### config.mk
export PLATFORM = sky130hd
export DESIGN_NAME = pmm_map
export DESIGN_NICKNAME = d
export VERILOG_FILES = /design/src/core/pmm_pkg.sv /design/src/core/pmm_map.sv
export SDC_FILE = /design/constraint.sdc
export NUM_CORES = 1
export LEC_CHECK = 0
export BUFFER_PORTS_ARGS = -buffer_cell sky130_fd_sc_hd__buf_4
export CORE_AREA = 2 2 86 88
export CTS_CLUSTER_SIZE = 28
export DETAILED_ROUTE_END_ITERATION = 8
export DIE_AREA = 0 0 88 90
export PLACE_DENSITY_LB_ADDON = 0.1
export SLEW_MARGIN = 10
export SYNTH_ARGS = -nofsm -noshare
export SYNTH_HDL_FRONTEND = slang
export SYNTH_SLANG_ARGS = --single-unit
### constraint.sdc
create_clock -name i_clk_sys -period 2.5 [get_ports i_clk_sys]
set_input_delay 0.25 -clock i_clk_sys [delete_from_list [all_inputs] [get_ports i_clk_sys]]
set_output_delay 0.25 -clock i_clk_sys [all_outputs]
set_load 0.02 [all_outputs]
### src/core/pmm_pkg.sv
// Package: constants, types and register map of the program memory map partition block
// Summary of operation
// - Part identifier holds 12-bit read-only id
// - Part identifier bits 13:12 read one
// - Revision bit 13 reads one, 12 zero
// - Revision bits 11:6 hold major revision
// - Revision bits 5:0 hold minor revision
// - Program counter is 15 bits wide
// - Addresses above memory size wrap around
// - Reset vector 0000h, interrupt vector 0004h
// - Pointer high bit 7 selects program memory
// - Indirect read returns low eight bits
// - Indirect writes never modify program memory
// - Program memory indirect read adds one cycle
// - Fetch and data use separate buses
// - Both partitions disabled: all application block
// - Boot block starts at zero, size selected
// - Storage area enabled by active-low bit
// - Storage area is last 128 words
// - Fetch from storage area flagged invalid
// - Boot enable bit is active low
// - Oversized boot selection clamps to half memory
// - Boot size changeable only while boot disabled
// - Protected write leaves memory, sets error flag
package pmm_pkg;
    // ************************************************************
    // Sizes and vectors
    // ************************************************************
    localparam int PC_W = 15;
    localparam int WORD_W = 14;
    localparam int MEM_AW = 13;
    localparam logic [PC_W-1:0] MASK_SMALL = 15'h0FFF;
    localparam logic [PC_W-1:0] MASK_LARGE = 15'h1FFF;
    localparam logic [PC_W-1:0] RESET_VECTOR = 15'h0000;
    localparam logic [PC_W-1:0] INT_VECTOR = 15'h0004;
    localparam logic [PC_W-1:0] STORAGE_WORDS = 15'h0080;
    localparam logic [7:0] PTR_PROG_BIT = 8'h80;
    // ************************************************************
    // Register map and identity fields
    // ************************************************************
    localparam logic [15:0] ADDR_REVISION = 16'h8005;
    localparam logic [15:0] ADDR_PART_ID = 16'h8006;
    localparam logic [15:0] ADDR_CONFIG = 16'h0010;
    localparam logic [15:0] ADDR_STATUS = 16'h0011;
    localparam logic [1:0] PART_RSVD = 2'h3;
    localparam logic [1:0] REV_RSVD = 2'h2;
    localparam logic [2:0] BOOT_SIZE_RESET = 3'h7;
    // Boot block end addresses per size code 0..7
    localparam logic [PC_W-1:0] BB_END [8] = '{15'h3FFF, 15'h3FFF, 15'h3FFF, 15'h1FFF,
        15'h0FFF, 15'h07FF, 15'h03FF, 15'h01FF};

    typedef struct packed {
        logic boot_partition_enable_n;
        logic storage_area_enable_n;
        logic [2:0] boot_size_select;
        logic wrt_app_n;
        logic wrt_boot_n;
        logic wrt_storage_n;
    } pmm_cfg_t;

    typedef struct packed {
        logic [PC_W-1:0] fetch_addr;
        logic fetch_invalid;
        logic [1:0] fetch_region;
        logic [7:0] ind_data;
        logic ind_valid;
        logic ind_busy;
        logic ind_pending;
        logic [PC_W-1:0] ind_addr;
        logic write_error_flag;
        logic nvm_wr_ok;
        logic [15:0] rd_data;
        pmm_cfg_t cfg;
    } pmm_state_t;
endpackage

### src/core/pmm_map.sv
// Module: program memory address decode, partitioning and identification registers
//
// Added by the designer: the address-and-strobe port.
`timescale 1ns/1ps
module pmm_map #(
    parameter logic [11:0] PART_ID = 12'hA5C, // arbitrary value
    parameter logic [5:0] MAJOR_REV = 6'h01,   // arbitrary value
    parameter logic [5:0] MINOR_REV = 6'h00,   // arbitrary value
    parameter bit LARGE_MEM = 1'b1
) (
    input wire logic i_clk_sys,
    input wire logic i_reset,
    input wire logic [15:0] i_reg_addr,
    input wire logic [15:0] i_reg_wdata,
    input wire logic i_reg_wr,
    input wire logic i_reg_rd,
    output logic [15:0] o_reg_rdata,
    input wire logic [pmm_pkg::PC_W-1:0] i_fetch_pc,
    input wire logic i_fetch_req,
    input wire logic i_take_reset,
    input wire logic i_take_int,
    output logic [pmm_pkg::PC_W-1:0] o_fetch_addr,
    output logic o_fetch_invalid,
    output logic [1:0] o_fetch_region,
    input wire logic [7:0] i_pointer_high_byte,
    input wire logic [7:0] i_pointer_low_byte,
    input wire logic i_indirect_move_read,
    input wire logic i_indirect_write,
    input wire logic [pmm_pkg::WORD_W-1:0] i_mem_rdata,
    output logic [pmm_pkg::PC_W-1:0] o_mem_addr,
    output logic [7:0] o_indirect_data_port,
    output logic o_ind_valid,
    output logic o_ind_busy,
    input wire logic [pmm_pkg::PC_W-1:0] i_nvm_addr,
    input wire logic i_nvm_wr,
    output logic o_nvm_wr_ok,
    output logic o_write_error_flag
);
    pmm_pkg::pmm_state_t st, next_st;
    logic [pmm_pkg::PC_W-1:0] mask;
    logic [pmm_pkg::PC_W-1:0] boot_end;
    logic [pmm_pkg::PC_W-1:0] storage_start;
    logic [pmm_pkg::PC_W-1:0] ind_ptr;

    // ************************************************************
    // Partition decode
    // ************************************************************
    function automatic logic [1:0] region(input logic [pmm_pkg::PC_W-1:0] a,
        input pmm_pkg::pmm_cfg_t c, input logic [pmm_pkg::PC_W-1:0] be,
        input logic [pmm_pkg::PC_W-1:0] ss);
        logic [1:0] r;
        r = 2'h0;
        if (!c.boot_partition_enable_n && a <= be)
            r = 2'h1;
        else if (!c.storage_area_enable_n && a >= ss)
            r = 2'h2;
        return r;
    endfunction

    always_comb
    begin
        mask = LARGE_MEM ? pmm_pkg::MASK_LARGE : pmm_pkg::MASK_SMALL;
        boot_end = pmm_pkg::BB_END[st.cfg.boot_size_select];
        if (boot_end > (mask >> 1))
            boot_end = mask >> 1;
        storage_start = mask - pmm_pkg::STORAGE_WORDS + 15'h0001;
        ind_ptr = {i_pointer_high_byte[6:0], i_pointer_low_byte} & mask;
    end

    // ************************************************************
    // Next state
    // ************************************************************
    always_comb
    begin
        logic [pmm_pkg::PC_W-1:0] fa;
        logic [1:0] wr_reg;
        fa = '0;
        wr_reg = '0;
        next_st = st;
        next_st.ind_valid = 1'b0;
        next_st.nvm_wr_ok = 1'b0;
        next_st.rd_data = '0;
        // Fetch path runs beside the data path every cycle
        if (i_take_reset)
            fa = pmm_pkg::RESET_VECTOR;
        else if (i_take_int)
            fa = pmm_pkg::INT_VECTOR;
        else
            fa = i_fetch_pc & mask;
        next_st.fetch_addr = fa;
        next_st.fetch_region = region(fa, st.cfg, boot_end, storage_start);
        next_st.fetch_invalid = i_fetch_req && !i_take_reset && !i_take_int
            && next_st.fetch_region == 2'h2;
        // Program memory indirect read: address cycle then data cycle
        if (st.ind_pending)
        begin
            next_st.ind_data = i_mem_rdata[7:0];
            next_st.ind_valid = 1'b1;
            next_st.ind_pending = 1'b0;
            next_st.ind_busy = 1'b0;
        end
        else if (i_indirect_move_read && (i_pointer_high_byte & pmm_pkg::PTR_PROG_BIT) != 8'h00)
        begin
            next_st.ind_addr = ind_ptr;
            next_st.ind_pending = 1'b1;
            next_st.ind_busy = 1'b1;
        end
        // Indirect writes aimed at program memory are dropped: no write path exists.
        // Error flag clear comes first so that a protected write in the same cycle wins
        if (i_reg_wr && i_reg_addr == pmm_pkg::ADDR_STATUS && i_reg_wdata[0])
            next_st.write_error_flag = 1'b0;
        // Nonvolatile write protection
        if (i_nvm_wr)
        begin
            wr_reg = region(i_nvm_addr & mask, st.cfg, boot_end, storage_start);
            if ((wr_reg == 2'h0 && !st.cfg.wrt_app_n) || (wr_reg == 2'h1 && !st.cfg.wrt_boot_n)
                || (wr_reg == 2'h2 && !st.cfg.wrt_storage_n))
                next_st.write_error_flag = 1'b1;
            else
                next_st.nvm_wr_ok = 1'b1;
        end
        // Register writes
        if (i_reg_wr && i_reg_addr == pmm_pkg::ADDR_CONFIG)
        begin
            next_st.cfg.boot_partition_enable_n = i_reg_wdata[3];
            next_st.cfg.storage_area_enable_n = i_reg_wdata[4];
            next_st.cfg.wrt_app_n = i_reg_wdata[7];
            next_st.cfg.wrt_boot_n = i_reg_wdata[8];
            next_st.cfg.wrt_storage_n = i_reg_wdata[11];
            if (st.cfg.boot_partition_enable_n)
                next_st.cfg.boot_size_select = i_reg_wdata[2:0];
        end
        // Register reads
        if (i_reg_rd)
        begin
            unique case (i_reg_addr)
                pmm_pkg::ADDR_PART_ID:
                    next_st.rd_data = {2'h0, pmm_pkg::PART_RSVD, PART_ID};
                pmm_pkg::ADDR_REVISION:
                    next_st.rd_data = {2'h0, pmm_pkg::REV_RSVD, MAJOR_REV, MINOR_REV};
                pmm_pkg::ADDR_CONFIG:
                    next_st.rd_data = {4'h0, st.cfg.wrt_storage_n, 2'h0, st.cfg.wrt_boot_n,
                        st.cfg.wrt_app_n, 2'h0, st.cfg.storage_area_enable_n,
                        st.cfg.boot_partition_enable_n, st.cfg.boot_size_select};
                pmm_pkg::ADDR_STATUS:
                    next_st.rd_data = {12'h000, st.ind_busy, st.fetch_region, st.write_error_flag};
                default:
                    next_st.rd_data = '0;
            endcase
        end
    end

    // ************************************************************
    // State register
    // ************************************************************
    always_ff @(posedge i_clk_sys or posedge i_reset)
    begin
        if (i_reset)
        begin
            st <= '0;
            st.fetch_addr <= pmm_pkg::RESET_VECTOR;
            st.cfg.boot_partition_enable_n <= 1'b1;
            st.cfg.storage_area_enable_n <= 1'b1;
            st.cfg.boot_size_select <= pmm_pkg::BOOT_SIZE_RESET;
            st.cfg.wrt_app_n <= 1'b1;
            st.cfg.wrt_boot_n <= 1'b1;
            st.cfg.wrt_storage_n <= 1'b1;
        end
        else
        begin
            st <= next_st;
        end
    end

    assign o_reg_rdata = st.rd_data;
    assign o_fetch_addr = st.fetch_addr;
    assign o_fetch_invalid = st.fetch_invalid;
    assign o_fetch_region = st.fetch_region;
    assign o_mem_addr = st.ind_addr;
    assign o_indirect_data_port = st.ind_data;
    assign o_ind_valid = st.ind_valid;
    assign o_ind_busy = st.ind_busy;
    assign o_nvm_wr_ok = st.nvm_wr_ok;
    assign o_write_error_flag = st.write_error_flag;
endmodule

Word-level counts from Yosys, hierarchy flattened
Memory sizes are Yosys's and may differ from the RTL's.
Index checks and enable logic that the tools add are counted.
{"block": "totals", "rom_bits": 120, "ff_bits": 68, "wordCells": 79, "n_memories": 1, "output_inout_bits": 61, "in_bits": 102}
{"name": "(name not given)", "depth": 8, "width": 15, "rd": 1, "rd_clocked_by_memory_dff": 0, "wr": 0, "line": "pmm_map.sv:63", "text": "boot_end = pmm_pkg::BB_END[st.cfg.boot_size_select];"}
{"block": "classes", "eq_ne": 7, "bitwise": 2, "muxes": 19, "reduce_logical": 27, "order_cmp": 6}
{"operator": "$mux W15", "count": 4}
{"operator": "$pmux W14 S4", "count": 1}
{"operator": "$eq A16 B16 Y1 const B", "count": 2}
{"operator": "$eq A16 B5 Y1 const B", "count": 2}
{"operator": "$mux W17", "count": 1}
{"operator": "$ge A15 B13 Y1 const B", "count": 1}
{"operator": "$gt A15 B12 Y1 const B", "count": 1}
{"operator": "$le A13 B15 Y1", "count": 1}
{"operator": "$le A15 B15 Y1", "count": 1}
{"operator": "$logic_and A1 B1 Y1", "count": 14}
{"operator": "$mux W14", "count": 1}
{"operator": "$mux W2", "count": 7}
{"operator": "$ge A13 B13 Y1 const B", "count": 1}
{"operator": "$mux W13", "count": 1}
{"operator": "$logic_not A1 Y1", "count": 7}
{"operator": "$eq A2 B2 Y1 const B", "count": 2}
{"operator": "$ge A4 B4 Y1 const B", "count": 1}
{"operator": "$mux W1", "count": 4}
{"operator": "$not A3 Y4", "count": 1}
{"operator": "$reduce_and A2 Y1", "count": 2}
{"operator": "$eq A2 B1 Y1 const B", "count": 1}
{"operator": "$logic_not A2 Y1", "count": 1}
{"operator": "$logic_or A1 B1 Y1", "count": 2}
{"operator": "$reduce_bool A2 Y1", "count": 1}
{"operator": "$not A1 Y1", "count": 1}

Logic depth before layout (Yosys ltp)
{"block": "depth", "ltp_word": 16, "depth_mapped": 8, "mapped_depth_nobuf": 7}

Worst setup path after synthesis
No wires, ideal clock.
{"block": "synth_path", "path_type": "reg-to-reg", "start": "register st[5] (netlist name)", "end": "register st, in the netlist o_write_error_flag", "arrival_time_ns": 1.711, "setup_ns": 0.128, "t_required_ns": 2.372, "setup_slack_ns": 0.661, "period_less_slack_ns": 1.839, "path_buffers": 0, "path_stages_with_launch": 7, "path_cell_list": "dfstp_2 -> and2_1 -> ha_1 -> nand4_1 -> or4_1 -> a21boi_0 -> o31ai_1"}
{"item": "start, declared", "line": "pmm_map.sv:39", "text": "pmm_pkg::pmm_state_t st, next_st;"}
{"item": "start signal, assigned", "line": "pmm_map.sv:171", "text": "st <= next_st;"}

==> flow_summary.toml <==
[timing]
hold_viol = 0
max_freq_mhz = 500
layout_min_cycle_time_ns = 2.00
fin_setup_tns_ns = 0
rsz0062_at_grt = "no"
final.setup_skew_ns = 0.00344
fin_crit_sh_pct = 80.0
tightest_slew_ns = 0.575
setup_ws_ns = 0.500
finalSetupViolCount = 0
slew_viol_final = 0
slew_headroom_pct = 61.2

[hold_path]
holdPathStages = 2
min_to = "o_fetch_addr[2]"
hold_class = "in -> reg"
worstHoldStart = "i_take_reset"

[setup_path]
r2r-start = "st[5]"
crit_path_cell_trace = "and2_1 -> ha_1 -> nand4_1 -> or4_1 -> a21boi_0 -> o31ai_1"
r2r_setup_slack_ns = 0.50
slowest_delay_ns = 0.56
arrival_ns = 2.20
r2r-end = "o_write_error_flag"
ff2ff_path_depth = 6
cp.required_ns = 2.70
cp-start-kind = "register"
criticalPathCategory = "reg -> reg"
crit_fanout = 5
end_kind = "register"
cp_slowest_cell = "dfstp_2"

[cts]
clock_path_buffers = 2
root_buffer = "clkbuf_8"
cts-resized-gates = 0
clock-sinks = 60
clkTransAtPathRegs_ns = 0.06
clk-insertion-delay-late_ns = 0.33
htree_num_levels = 3
tritoncts = "yes"
cts_buffers = 9

[synthesis]
yosysSeqAreaShare_pct = 49.9
ys_types = 42
yosysWarnings = 0
syn_inst = 281
synth_top_family_by_area = "simple AND/OR/NAND/NOR gates"
syn-cell-area_um2 = 3030
synthAdderAreaFrac_pct = 3.30
synth_xor_area_share_pct = 0.289
synthSimpleGateAreaFrac_pct = 19.4
synth_compound_area_share_pct = 4.17
syn_avg_cell_area_um2 = 10.8
synthMuxAreaShare_pct = 7.27
ys_seq_elements = 60

[pwr]
leakage_nw = 2.08
max-vdd-ir-drop_mv = 0.295
power.density_nw_per_um2 = 632

[global_route]
grt_pass1_vias = 2258
grt_max_degree = 25
antenna_found_initial = 0
grt_pass1_wl_um = 10300
overflow = 0
track_usage_pct = 16.7

[place]
postPlaceCellArea_um2 = 3770
port_buffers = 133
dp_cells = 464
place_hpwl_um = 4990
gp_congestion = 0.854
pre_cts_ws_ns = 0.497

[finish]
final_cells = 481
final_nets = 487
num_antenna_cells = 0
drive_above_1_share_pct = 47.6
area_delta_synth_final_pct = 32.4
final_area_um2 = 4010

[route]
wl_um = 6260
drt_pass1_iterations = 4
vias = 2196
drcViolationCount = 0
routedWlPerCell_um = 13.0
drtIter0Drc = 70
vias_per_cell = 4.57
drtAntennaViolNets = 0

[floorplanning]
start_util_pct = 43.1
dieArea_um2 = 7920
io_pins = 163
chipHeight_um = 90
chipWidth_um = 88
coreArea_um2 = 7020
num_rows = 31

[outcome]
outcome = "finished clean"

[run]
drv_cap = 0
final cells by class:
class | count | area (um^2)
Clock buffer | 11 | 131
Clock inverter | 5 | 100
Fill cell | 639 | 3010
Inverter | 7 | 26.3
Multi-Input combinational cell | 161 | 1080
Sequential cell | 60 | 1510
Tap cell | 99 | 124
Timing Repair Buffer | 138 | 1040
how the worst max path moves through the flow:
| stage | end | start | slack (ns) |
|---|---|---|---|
| floorplan | o_write_error_flag | st[5] | 0.66 |
| global placement | o_write_error_flag | st[5] | 0.54 |
| detailed placement | o_write_error_flag | st[5] | 0.50 |
| CTS | o_write_error_flag | st[5] | 0.49 |
| global route | o_write_error_flag | st[4] | 0.37 |
| finish | o_write_error_flag | st[5] | 0.50 |
cell families after synthesis:
group,after synthesis
AOI/OAI and AO/OA,18
DFF,60
muxes,20
other,2
buffers and inverters,68
xor gates and xnor gates,1
adders and majority gates,8
and+or+nand+nor,104
critical path: cells and delay by family, from the launching register on:
family / cells / cell delay, ns
and+or+nand+nor: 3 / 0.80
DFF: 1 / 0.56
adders and majority gates: 1 / 0.16
AOI/OAI and AO/OA: 2 / 0.36
through the flow:
step	hold slack (ns)	power (mW)	util, %
after CTS	0.0688	2.57	57.1
final	0.0868	2.54	57.1
after detailed placement	0.278	1.54	53.7
after global placement	0.273	1.53	53.7
after floorplan	0.316	1.39	-
after global routing	0.0701	2.66	57.1
state kept, by name, indices dropped and copies added, names as in the netlist:
register,cells
o_nvm_wr_ok,1
o_indirect_data_port,8
o_ind_valid,1
st,9
o_ind_busy,1
o_write_error_flag,1
o_mem_addr,13
o_fetch_region,2
o_fetch_invalid,1
o_fetch_addr,13
o_reg_rdata,10
placed cells by master, fill, tap and decap left out, types with 8 or more instances in the layout:
cell type  count
clkbuf_8       9
nand4_1        8
buf_4        137
dfstp_2        8
and2_1        13
mux2_2        15
conb_1        10
nor2_1        10
dfrtp_1       52
ha_1           8
nand2_1       45
cell usage after synthesis (all sizes together):
library cell,instances,area (um^2)
a211oi,1,7.51
a21boi,1,7.51
a21oi,2,10.0
and2,13,81.3
and3,3,18.8
and3b,1,8.76
and4,1,10.0
buf,59,434
clkbuf,2,7.51
conb,2,7.51
dfrtp,52,1300
dfstp,8,210
ha,8,100
inv,7,26.3
mux2,16,180
mux2i,4,40.0
nand2,45,169
nand3,2,10.0
nand3b,1,7.51
nand4,10,83.8
nand4b,2,17.5
nor2,10,37.5
nor3,5,25.0
nor3b,5,53.8
nor4,3,33.8
nor4b,1,15.0
o211a,1,10.0
o211ai,1,7.51
o21a,7,52.6
o21ai,3,15.0
o31ai,1,7.51
o41ai,1,8.76
or4,2,15.0
xor2,1,8.76
timing repair:
item,4_1_cts,5_1_grt
hold buffers,1,0
setup buffers,0,0
hold endpoints to repair,18,0
power by group:
| group | switching, mW | leakage [nW] | internal, mW |
|---|---|---|---|
| Clock | 0.363 | 0.117 | 0.660 |
| Sequential | 0.0345 | 0.749 | 1.04 |
| Combinational | 0.221 | 1.21 | 0.218 |
per-layer routing:
metal  GRT usage (%)  part of all wire [%]
met1            21.0                    43
met2            25.8                    46
met3            5.60                   8.8
met4            7.95                   2.1
met5               0                     0
(Power assumes the default switching activity.)
